$ cat src/hw/i2c_ctl_pkg.sv
package i2c_ctl_pkg;

    // -----------------------------------------------------------------
    // Register indices (word offsets); byte address is index times four.
    // -----------------------------------------------------------------
    localparam logic [3:0] REG_CLOCK_SELECT = 4'h0;
    localparam logic [3:0] REG_ADDR_MODE    = 4'h1;
    localparam logic [3:0] REG_BIT_RATE     = 4'h2;
    localparam logic [3:0] REG_OWN_ADDR     = 4'h3;
    localparam logic [3:0] REG_CONTROL      = 4'h4;
    localparam logic [3:0] REG_TX_BUF       = 4'h5;
    localparam logic [3:0] REG_RX_BUF       = 4'h6;
    localparam logic [3:0] REG_STATUS       = 4'h7;
    localparam logic [3:0] REG_IRQ_EN       = 4'h8;

    // -----------------------------------------------------------------
    // Field positions.
    // -----------------------------------------------------------------
    localparam int CLK_DEBUG_KEEP_BIT  = 8;
    localparam int CLK_DIV_LSB         = 4;
    localparam int CLK_SRC_LSB         = 0;
    localparam int MODE_WIDE_BIT       = 2;
    localparam int MODE_GCALL_BIT      = 1;
    localparam int CTL_MASTER_BIT      = 5;
    localparam int CTL_NACK_BIT        = 4;
    localparam int CTL_STOP_BIT        = 3;
    localparam int CTL_START_BIT       = 2;
    localparam int CTL_SRST_BIT        = 1;
    localparam int CTL_ENABLE_BIT      = 0;
    localparam int ST_SDA_LOW_BIT      = 12;
    localparam int ST_SCL_LOW_BIT      = 11;
    localparam int ST_BUSY_BIT         = 10;
    localparam int ST_SENDING_BIT      = 9;
    localparam int FLAG_W1C_LSB        = 2;
    localparam int FLAG_W1C_MSB        = 7;

    // -----------------------------------------------------------------
    // Reset values and encodings.
    // -----------------------------------------------------------------
    localparam logic [6:0] BIT_RATE_RESET  = 7'h7F;
    localparam logic [9:0] OWN_ADDR_RESET  = 10'h000;
    localparam logic [1:0] SRC_INTERNAL_RC = 2'h0;
    localparam logic [1:0] SRC_LOW_SPEED   = 2'h1;
    localparam logic [1:0] SRC_HIGH_SPEED  = 2'h2;
    localparam logic [1:0] SRC_EXTERNAL    = 2'h3;
    localparam logic [6:0] GEN_CALL_ADDR   = 7'h00;
    localparam logic [3:0] SRST_CYCLES     = 4'h4;

    // Events reported by the transfer engine, one cycle pulses.
    typedef struct packed {
        logic       byte_done;
        logic       gen_call;
        logic       nack_seen;
        logic       stop_event;
        logic       start_event;
        logic       fault;
        logic       rx_load;
        logic       tx_taken;
        logic [7:0] rx_byte;
        logic       nack_sent;
        logic       start_done;
        logic       stop_done;
    } engine_evt_t;

    // Settings handed to the transfer engine.
    typedef struct packed {
        logic       run;
        logic       master_role_sel;
        logic       wide_address_sel;
        logic       general_call_reply;
        logic [6:0] bit_rate_value;
        logic [9:0] own_address_value;
        logic [1:0] clock_origin_sel;
        logic [1:0] clock_divide_sel;
        logic       nack_request;
        logic       start_request;
        logic       stop_request;
        logic       engine_reset;
        logic [7:0] tx_byte;
    } engine_cfg_t;

endpackage : i2c_ctl_pkg

$ cat src/hw/i2c_channel_regs.sv
`timescale 1ns/100ps
module i2c_channel_regs
    import i2c_ctl_pkg::*;
(
    input  wire logic        clock,
    input  wire logic        srst,
    input  wire logic        clk_en,
    input  wire logic [3:0]  reg_addr,
    input  wire logic [15:0] reg_wdata,
    input  wire logic        reg_wr,
    input  wire logic        reg_rd,
    output logic      [15:0] reg_rdata,
    input  wire logic        sda_in,
    input  wire logic        scl_in,
    input  wire logic        debug_mode,
    input  wire logic        bus_busy_in,
    input  wire logic        sending_in,
    input  wire engine_evt_t evt,
    output engine_cfg_t      cfg,
    output logic             clk_gate_on,
    output logic             irq
);

    // -----------------------------------------------------------------
    // State.
    // -----------------------------------------------------------------
    typedef enum logic { SR_IDLE, SR_BUSY } srst_state_t;

    typedef struct packed {
        logic        debug_clock_keep;
        logic [1:0]  clock_divide_sel;
        logic [1:0]  clock_origin_sel;
        logic        wide_address_sel;
        logic        general_call_reply;
        logic [6:0]  bit_rate_value;
        logic [9:0]  own_address_value;
        logic        master_role_sel;
        logic        nack_request;
        logic        stop_request;
        logic        start_request;
        logic        module_enable;
        srst_state_t srst_state;
        logic [3:0]  srst_cnt;
        logic [7:0]  tx_byte;
        logic [7:0]  rx_byte;
        logic [7:0]  flags;
        logic [7:0]  irq_en;
        logic [1:0]  sda_sync;
        logic [1:0]  scl_sync;
        logic [1:0]  dbg_sync;
        logic        busy;
        logic        sending;
        logic [15:0] rdata;
        logic        irq;
        logic        clk_gate_on;
        engine_cfg_t cfg;
    } state_t;

    state_t st_r;
    state_t st_nxt;

    logic [1:0] eff_div;
    logic       cfg_open;
    logic       in_srst;

    // -----------------------------------------------------------------
    // Next-state logic.
    // -----------------------------------------------------------------
    always_comb
    begin
        st_nxt   = st_r;
        in_srst  = (st_r.srst_state == SR_BUSY);
        cfg_open = !st_r.module_enable;

        // Pins cross in via two flops; only the second flop is read.
        st_nxt.sda_sync = {st_r.sda_sync[0], sda_in};
        st_nxt.scl_sync = {st_r.scl_sync[0], scl_in};
        st_nxt.dbg_sync = {st_r.dbg_sync[0], debug_mode};
        st_nxt.busy     = bus_busy_in;
        st_nxt.sending  = sending_in;

        // Hardware events set flags; a same-cycle write-1 loses to them.
        if (reg_wr && reg_addr == REG_STATUS)
        begin
            for (int i = FLAG_W1C_LSB; i <= FLAG_W1C_MSB; i++)
            begin
                if (reg_wdata[i])
                    st_nxt.flags[i] = 1'b0;
            end
        end
        if (reg_wr && reg_addr == REG_TX_BUF)
        begin
            st_nxt.tx_byte  = reg_wdata[7:0];
            st_nxt.flags[0] = 1'b0;
        end
        if (reg_rd && reg_addr == REG_RX_BUF)
            st_nxt.flags[1] = 1'b0;
        if (evt.rx_load)
        begin
            st_nxt.rx_byte  = evt.rx_byte;
            st_nxt.flags[1] = 1'b1;
        end
        if (evt.tx_taken)
            st_nxt.flags[0] = 1'b1;
        st_nxt.flags[7] = st_nxt.flags[7] | evt.byte_done;
        st_nxt.flags[6] = st_nxt.flags[6] | evt.gen_call;
        st_nxt.flags[5] = st_nxt.flags[5] | evt.nack_seen;
        st_nxt.flags[4] = st_nxt.flags[4] | evt.stop_event;
        st_nxt.flags[3] = st_nxt.flags[3] | evt.start_event;
        st_nxt.flags[2] = st_nxt.flags[2] | evt.fault;

        // Request bits self-clear on completion; a new write wins.
        if (evt.nack_sent)
            st_nxt.nack_request = 1'b0;
        if (evt.start_done)
            st_nxt.start_request = 1'b0;
        if (evt.stop_done)
            st_nxt.stop_request = 1'b0;

        // Register writes.
        if (reg_wr)
        begin
            case (reg_addr)
                REG_CLOCK_SELECT:
                    if (cfg_open)
                    begin
                        st_nxt.debug_clock_keep =
                            reg_wdata[CLK_DEBUG_KEEP_BIT];
                        st_nxt.clock_divide_sel =
                            reg_wdata[CLK_DIV_LSB +: 2];
                        st_nxt.clock_origin_sel =
                            reg_wdata[CLK_SRC_LSB +: 2];
                    end
                REG_ADDR_MODE:
                    if (cfg_open)
                    begin
                        st_nxt.wide_address_sel =
                            reg_wdata[MODE_WIDE_BIT];
                        st_nxt.general_call_reply =
                            reg_wdata[MODE_GCALL_BIT];
                    end
                REG_BIT_RATE:
                    if (cfg_open)
                        st_nxt.bit_rate_value = reg_wdata[6:0];
                REG_OWN_ADDR:
                    if (cfg_open)
                        st_nxt.own_address_value = reg_wdata[9:0];
                REG_CONTROL:
                begin
                    st_nxt.master_role_sel = reg_wdata[CTL_MASTER_BIT];
                    st_nxt.module_enable   = reg_wdata[CTL_ENABLE_BIT];
                    if (reg_wdata[CTL_NACK_BIT])
                        st_nxt.nack_request = 1'b1;
                    // START and STOP only take effect as a master.
                    if (reg_wdata[CTL_STOP_BIT] &&
                        reg_wdata[CTL_MASTER_BIT])
                        st_nxt.stop_request = 1'b1;
                    if (reg_wdata[CTL_START_BIT] &&
                        reg_wdata[CTL_MASTER_BIT])
                        st_nxt.start_request = 1'b1;
                    if (reg_wdata[CTL_SRST_BIT])
                    begin
                        st_nxt.srst_state = SR_BUSY;
                        st_nxt.srst_cnt   = SRST_CYCLES;
                    end
                end
                REG_IRQ_EN:
                    st_nxt.irq_en = reg_wdata[7:0];
                default:
                    st_nxt.irq_en = st_nxt.irq_en;
            endcase
        end

        // Soft reset: a fixed count of cycles clearing engine state.
        case (st_r.srst_state)
            SR_IDLE:
                st_nxt.srst_cnt = st_nxt.srst_cnt;
            SR_BUSY:
            begin
                st_nxt.flags         = 8'h00;
                st_nxt.nack_request  = 1'b0;
                st_nxt.start_request = 1'b0;
                st_nxt.stop_request  = 1'b0;
                st_nxt.srst_cnt      = st_r.srst_cnt - 4'h1;
                if (st_r.srst_cnt == 4'h1)
                    st_nxt.srst_state = SR_IDLE;
            end
            default:
                st_nxt.srst_state = SR_IDLE;
        endcase

        // Only internal and high-speed sources honour the divider.
        if (st_nxt.clock_origin_sel == SRC_INTERNAL_RC ||
            st_nxt.clock_origin_sel == SRC_HIGH_SPEED)
            eff_div = st_nxt.clock_divide_sel;
        else
            eff_div = 2'h0;

        // Clock gate: enable on, and either not debugging or kept.
        st_nxt.clk_gate_on = st_nxt.module_enable &&
            (!st_r.dbg_sync[1] || st_nxt.debug_clock_keep);

        st_nxt.cfg.run                = st_nxt.clk_gate_on;
        st_nxt.cfg.master_role_sel    = st_nxt.master_role_sel;
        st_nxt.cfg.wide_address_sel   = st_nxt.wide_address_sel;
        st_nxt.cfg.general_call_reply = st_nxt.general_call_reply;
        st_nxt.cfg.bit_rate_value     = st_nxt.bit_rate_value;
        // Narrow mode hides the upper address bits from the matcher.
        st_nxt.cfg.own_address_value  = st_nxt.wide_address_sel ?
            st_nxt.own_address_value :
            {3'h0, st_nxt.own_address_value[6:0]};
        st_nxt.cfg.clock_origin_sel   = st_nxt.clock_origin_sel;
        st_nxt.cfg.clock_divide_sel   = eff_div;
        st_nxt.cfg.nack_request       = st_nxt.nack_request;
        st_nxt.cfg.start_request      = st_nxt.start_request;
        st_nxt.cfg.stop_request       = st_nxt.stop_request;
        st_nxt.cfg.engine_reset       = st_nxt.srst_state == SR_BUSY;
        st_nxt.cfg.tx_byte            = st_nxt.tx_byte;

        st_nxt.irq = |(st_nxt.flags & st_nxt.irq_en);

        // Read data, valid the cycle after the strobe; reserved is zero.
        st_nxt.rdata = 16'h0000;
        if (reg_rd)
        begin
            case (reg_addr)
                REG_CLOCK_SELECT:
                    st_nxt.rdata = {7'h00, st_r.debug_clock_keep, 2'h0,
                        st_r.clock_divide_sel, 2'h0,
                        st_r.clock_origin_sel};
                REG_ADDR_MODE:
                    st_nxt.rdata = {13'h0000, st_r.wide_address_sel,
                        st_r.general_call_reply, 1'b0};
                REG_BIT_RATE:
                    st_nxt.rdata = {9'h000, st_r.bit_rate_value};
                REG_OWN_ADDR:
                    st_nxt.rdata = {6'h00, st_r.own_address_value};
                REG_CONTROL:
                    st_nxt.rdata = {10'h000, st_r.master_role_sel,
                        st_r.nack_request, st_r.stop_request,
                        st_r.start_request, in_srst,
                        st_r.module_enable};
                REG_TX_BUF:
                    st_nxt.rdata = {8'h00, st_r.tx_byte};
                REG_RX_BUF:
                    st_nxt.rdata = {8'h00, st_r.rx_byte};
                REG_STATUS:
                    st_nxt.rdata = {3'h0, !st_r.sda_sync[1],
                        !st_r.scl_sync[1], st_r.busy,
                        st_r.sending, 1'b0, st_r.flags};
                REG_IRQ_EN:
                    st_nxt.rdata = {8'h00, st_r.irq_en};
                default:
                    st_nxt.rdata = 16'h0000;
            endcase
        end
    end

    // -----------------------------------------------------------------
    // State register; clock enable freezes everything.
    // -----------------------------------------------------------------
    always_ff @(posedge clock)
    begin
        if (srst)
        begin
            st_r                   <= '0;
            st_r.bit_rate_value    <= BIT_RATE_RESET;
            st_r.own_address_value <= OWN_ADDR_RESET;
            st_r.sda_sync          <= 2'h3;
            st_r.scl_sync          <= 2'h3;
            st_r.cfg.bit_rate_value <= BIT_RATE_RESET;
        end
        else if (clk_en)
        begin
            st_r <= st_nxt;
        end
    end

    assign reg_rdata   = st_r.rdata;
    assign cfg         = st_r.cfg;
    assign clk_gate_on = st_r.clk_gate_on;
    assign irq         = st_r.irq;
endmodule : i2c_channel_regs

$ cat config.mk
export PLATFORM = sky130hd
export DESIGN_NAME = i2c_channel_regs
export DESIGN_NICKNAME = d
export VERILOG_FILES = /design/src/hw/i2c_ctl_pkg.sv /design/src/hw/i2c_channel_regs.sv
export SDC_FILE = /design/constraint.sdc
export NUM_CORES = 1
export LEC_CHECK = 0
export BUFFER_PORTS_ARGS = -buffer_cell sky130_fd_sc_hd__buf_2
export CORE_MARGIN = 3
export CORE_UTILIZATION = 41
export CTS_CLUSTER_DIAMETER = 80
export DETAILED_ROUTE_END_ITERATION = 10
export PLACE_DENSITY_LB_ADDON = 0.2
export SLEW_MARGIN = 20
export SYNTH_ARGS = -nofsm -noshare
export SYNTH_HDL_FRONTEND = slang
export SYNTH_SLANG_ARGS = --single-unit
$ cat constraint.sdc
create_clock -name clock -period 1.4 [get_ports clock]
set_input_delay 0.07 -clock clock [delete_from_list [all_inputs] [get_ports clock]]
set_output_delay 0.07 -clock clock [all_outputs]
set_load 0.05 [all_outputs]
==> results by group <==
STA
  • Setup Viol. Count Final: 1
  • Tmin final: 1.44 ns
  • Setup WS post-layout: -0.0446 ns
  • Maximum clock frequency: 0.692 GHz
  • Hold Vio Cnt, Final: 0
  • Hold_ws: ~0.016 ns
  • Skew final: 0.00892 ns
  • Fin crit share: 103%
  • RSZ-0062 raised after global routing: yes
  • Slew Viols, Final: 0

Critical path
  • Largest stage delay on the critical path: 0.41 ns
  • Internal reg-to-reg setup slack: -0.04 ns
  • Critical-path top delay cell: a2111o_1
  • Worst Path Max Fanout: 3
  • Critical path type: reg2reg
  • CP cell instances: a21bo_2 -> a2111o_1 -> o2111a_1 -> a311oi_1
  • Worst EP arrival: 1.70 ns
  • FF-to-FF path depth: 4
  • Crit path buf inv count: 0
  • Crit. End Element: flip-flop
  • Worst R2R End: irq
  • Top cell family by delay on the critical path: compound AO/OA/AOI/OAI gates
  • Worst setup SP type: flip-flop
  • Data required, critical path: 1.66 ns
  • Reg2reg start: st_r[70]

Layout
  • Core Util, Final: 52.4%
  • Share of cells above drive strength 1: 31.0%
  • Fill cell count: 1137
  • Post-route insts no fill: 818
  • Final nets: just over 700
  • Area Growth Syn to Fin: 23.6%
  • Most frequent cells in the layout: dfxtp_1, buf_2, nor2_1
  • Ant diodes: 0

Global route
  • Gr usage total: 23.7%
  • First-pass GRT wire length: 24200 microns
  • Initial antenna violation count: 0
  • Largest net degree at the start of global routing: 50
  • Vias in the first global route: 4328
  • GRT overflow: 0

Synthesis
  • Post-synthesis sequential area ratio: between 30% and 40%
  • Yosys warns: 0
  • Syn_area_per_cell: 8.62 sq um
  • Mapped Cells: 569
  • Post-synth EDFFs: 0
  • Ys flop type: dfxtp_1
  • #FFs+latches synth: 94
  • Distinct cell type count of the synthesized netlist: 61
  • Synth async-reset ratio: 0%
  • Post-Syn Area: 4900 sq um

Die
  • I/O pin cnt: around 100
  • Die Y: between 100 and 150 microns
  • Die Width: 115 microns
  • Die area: 13300 sq um
  • Core ar.: 11600 sq um
  • Initial Util: 42.4%
  • # rows: 39

Placed design
  • Dpl cells: 789
  • Input/output buffers: 94
  • Final RePlAce weighted congestion: 0.941
  • Post-DP HPWL: between 10000 and 15000 microns

Route
  • Final ANT Viol Nets: 0
  • Wirelength per Cell: 18.7 microns
  • DRT Pass-1 Iters: 6
  • DRT iter0 DRCs: roughly 410
  • Number of vias per cell: 5.54
  • Drt total wl: 15300 microns
  • Post-route DRC: 0
  • Total number of vias: 4530

Run status
  • Outcome: finished, violations left
  • Failing checks: negative setup slack

Pwr
  • Internal power: 0.00427 W
  • Pwr Density: slightly below 1000 nW/um^2
  • Worst vdd ir: approximately 0.48 mV
  • Combinational group share of total power: between 10% and 20%
  • P_sw: 0.00159 W
  • Clock network power share: 38.9%
  • Leakage power: 2.57 nW
  • Net Sw Frac: 27.1%
  • Reg power frac: around 48%

Min path
  • Hold path depth: 3
  • Hold_sp: reg_wdata[2]
  • WHS Endpoint: st_r[65]
  • Min-delay worst type: in2reg

CTS
  • CTS Sinks: 94
  • Clock Latency Late Sink: ~0.35 ns
  • Total CTS buffers: 9
  • TritonCTS clock tree: yes
  • Clock tree buffer depth: 2
  • Clock transition at the registers of the reported paths: ~0.070 ns
  • CTS H-Tree Depth: 3
  • Clock Tree Root: clkbuf_16

Flow run
  • Max-cap viol count: 0
through the flow:
stage / worst slack (ns) / TNS (ns) / instance area (sq um) / total power, W
global route: -0.0605 / -0.0605 / 6060 / 0.00607
finish: -0.0446 / -0.0446 / 6060 / 0.00586
CTS: 0.00187 / 0 / 6040 / 0.00587
detailed placement: -0.312 / -9.35 / 5640 / 0.00360
global placement: -0.250 / -8.04 / 5640 / 0.00359
floorplan: -0.0707 / -0.274 / 4920 / 0.00327
cell type report:
cell class                 count  area, sq um  share of cell area, %
clock buffer                  10          229                   3.78
multi-input combinational    370         2420                   40.0
clock inverter                 5         35.0                  0.578
tap                          143          179                   2.95
sequential                    94         1880                   31.1
timing repair buffer         186         1270                   21.0
inverter                      10         38.8                  0.640
per-layer routing:
metal	share of wire [%]	track usage (%)
met4	2.4	8.45
met1	48	34.4
met3	5.6	3.95
met2	44	35.4
met5	0	0
sequential cells by signal, indices dropped and copies added, names as in the netlist:
signal     count
cfg           30
irq            1
reg_rdata     13
st_nxt         3
st_r          47
power by group through the flow:
| stage | Sequential [W] | Combinational, W | Clock, W |
|---|---|---|---|
| floorplan | 0.00283 | 0.000433 | 0 |
| CTS | 0.00278 | 0.000786 | 0.00230 |
| global placement | 0.00284 | 0.000748 | 0 |
| detailed placement | 0.00285 | 0.000755 | 0 |
| finish | 0.00279 | 0.000796 | 0.00228 |
| global route | 0.00279 | 0.000860 | 0.00242 |
cells in the mapped netlist (all sizes together), types with 6 or more instances:
cell    count  share of area [%]
o21ai      12                1.2
nor2b      13                1.7
inv         9               0.69
a211o      11                2.0
clkbuf     30                2.3
nor2       79                6.0
and3        6               0.77
dfxtp      94                 38
mux2        7                1.6
buf        67                9.6
mux2i      42                8.6
a22oi      24                3.7
nor4b       6                1.6
a21oi      24                2.5
nand3      17                1.7
nand2      43                3.3
a211oi      6               0.92
worst register-to-register path, stage by stage, from the launching register on:
cell and delay, ns:
dfxtp_2 0.34, a21bo_2 0.22, a2111o_1 0.41, o2111a_1 0.15, a311oi_1 0.23
kinds of logic after synthesis:
family / count (synthesis) / synth area share (%)
AO/OA/AOI/OAI: 125 / 18.6
XOR/XNOR: 1 / 0.179
adder cells (fa/ha/maj): 2 / 0.510
buffers and inverters: 107 / 12.7
flip-flops: 94 / 38.4
multiplexers: 49 / 10.2
other: 1 / 0.0765
AND/OR/NAND/NOR: 190 / 19.4
worst max path at each step:
stage	cells past startpoint	from	slack (ns)	end
6_report	4	st_r[70]	-0.04	irq
5_1_grt	4	st_r[70]	-0.06	irq
4_1_cts	4	st_r[70]	0.002	irq
3_5_place_dp	6	reg_addr[2]	-0.31	irq
3_3_place_gp	7	reg_addr[1]	-0.25	irq
2_1_floorplan	7	reg_addr[1]	-0.07	irq
what timing repair did:
item                                   in CTS  in global routing
setup endpoints to repair                   1                 16
pin swaps                                   1                  1
hold buffers                               13                  0
setup buffers                               1                  0
endpoints found under the hold margin      13                  0
resized for setup                           2                  6
No activity file was read; power rests on OpenSTA's default activity.
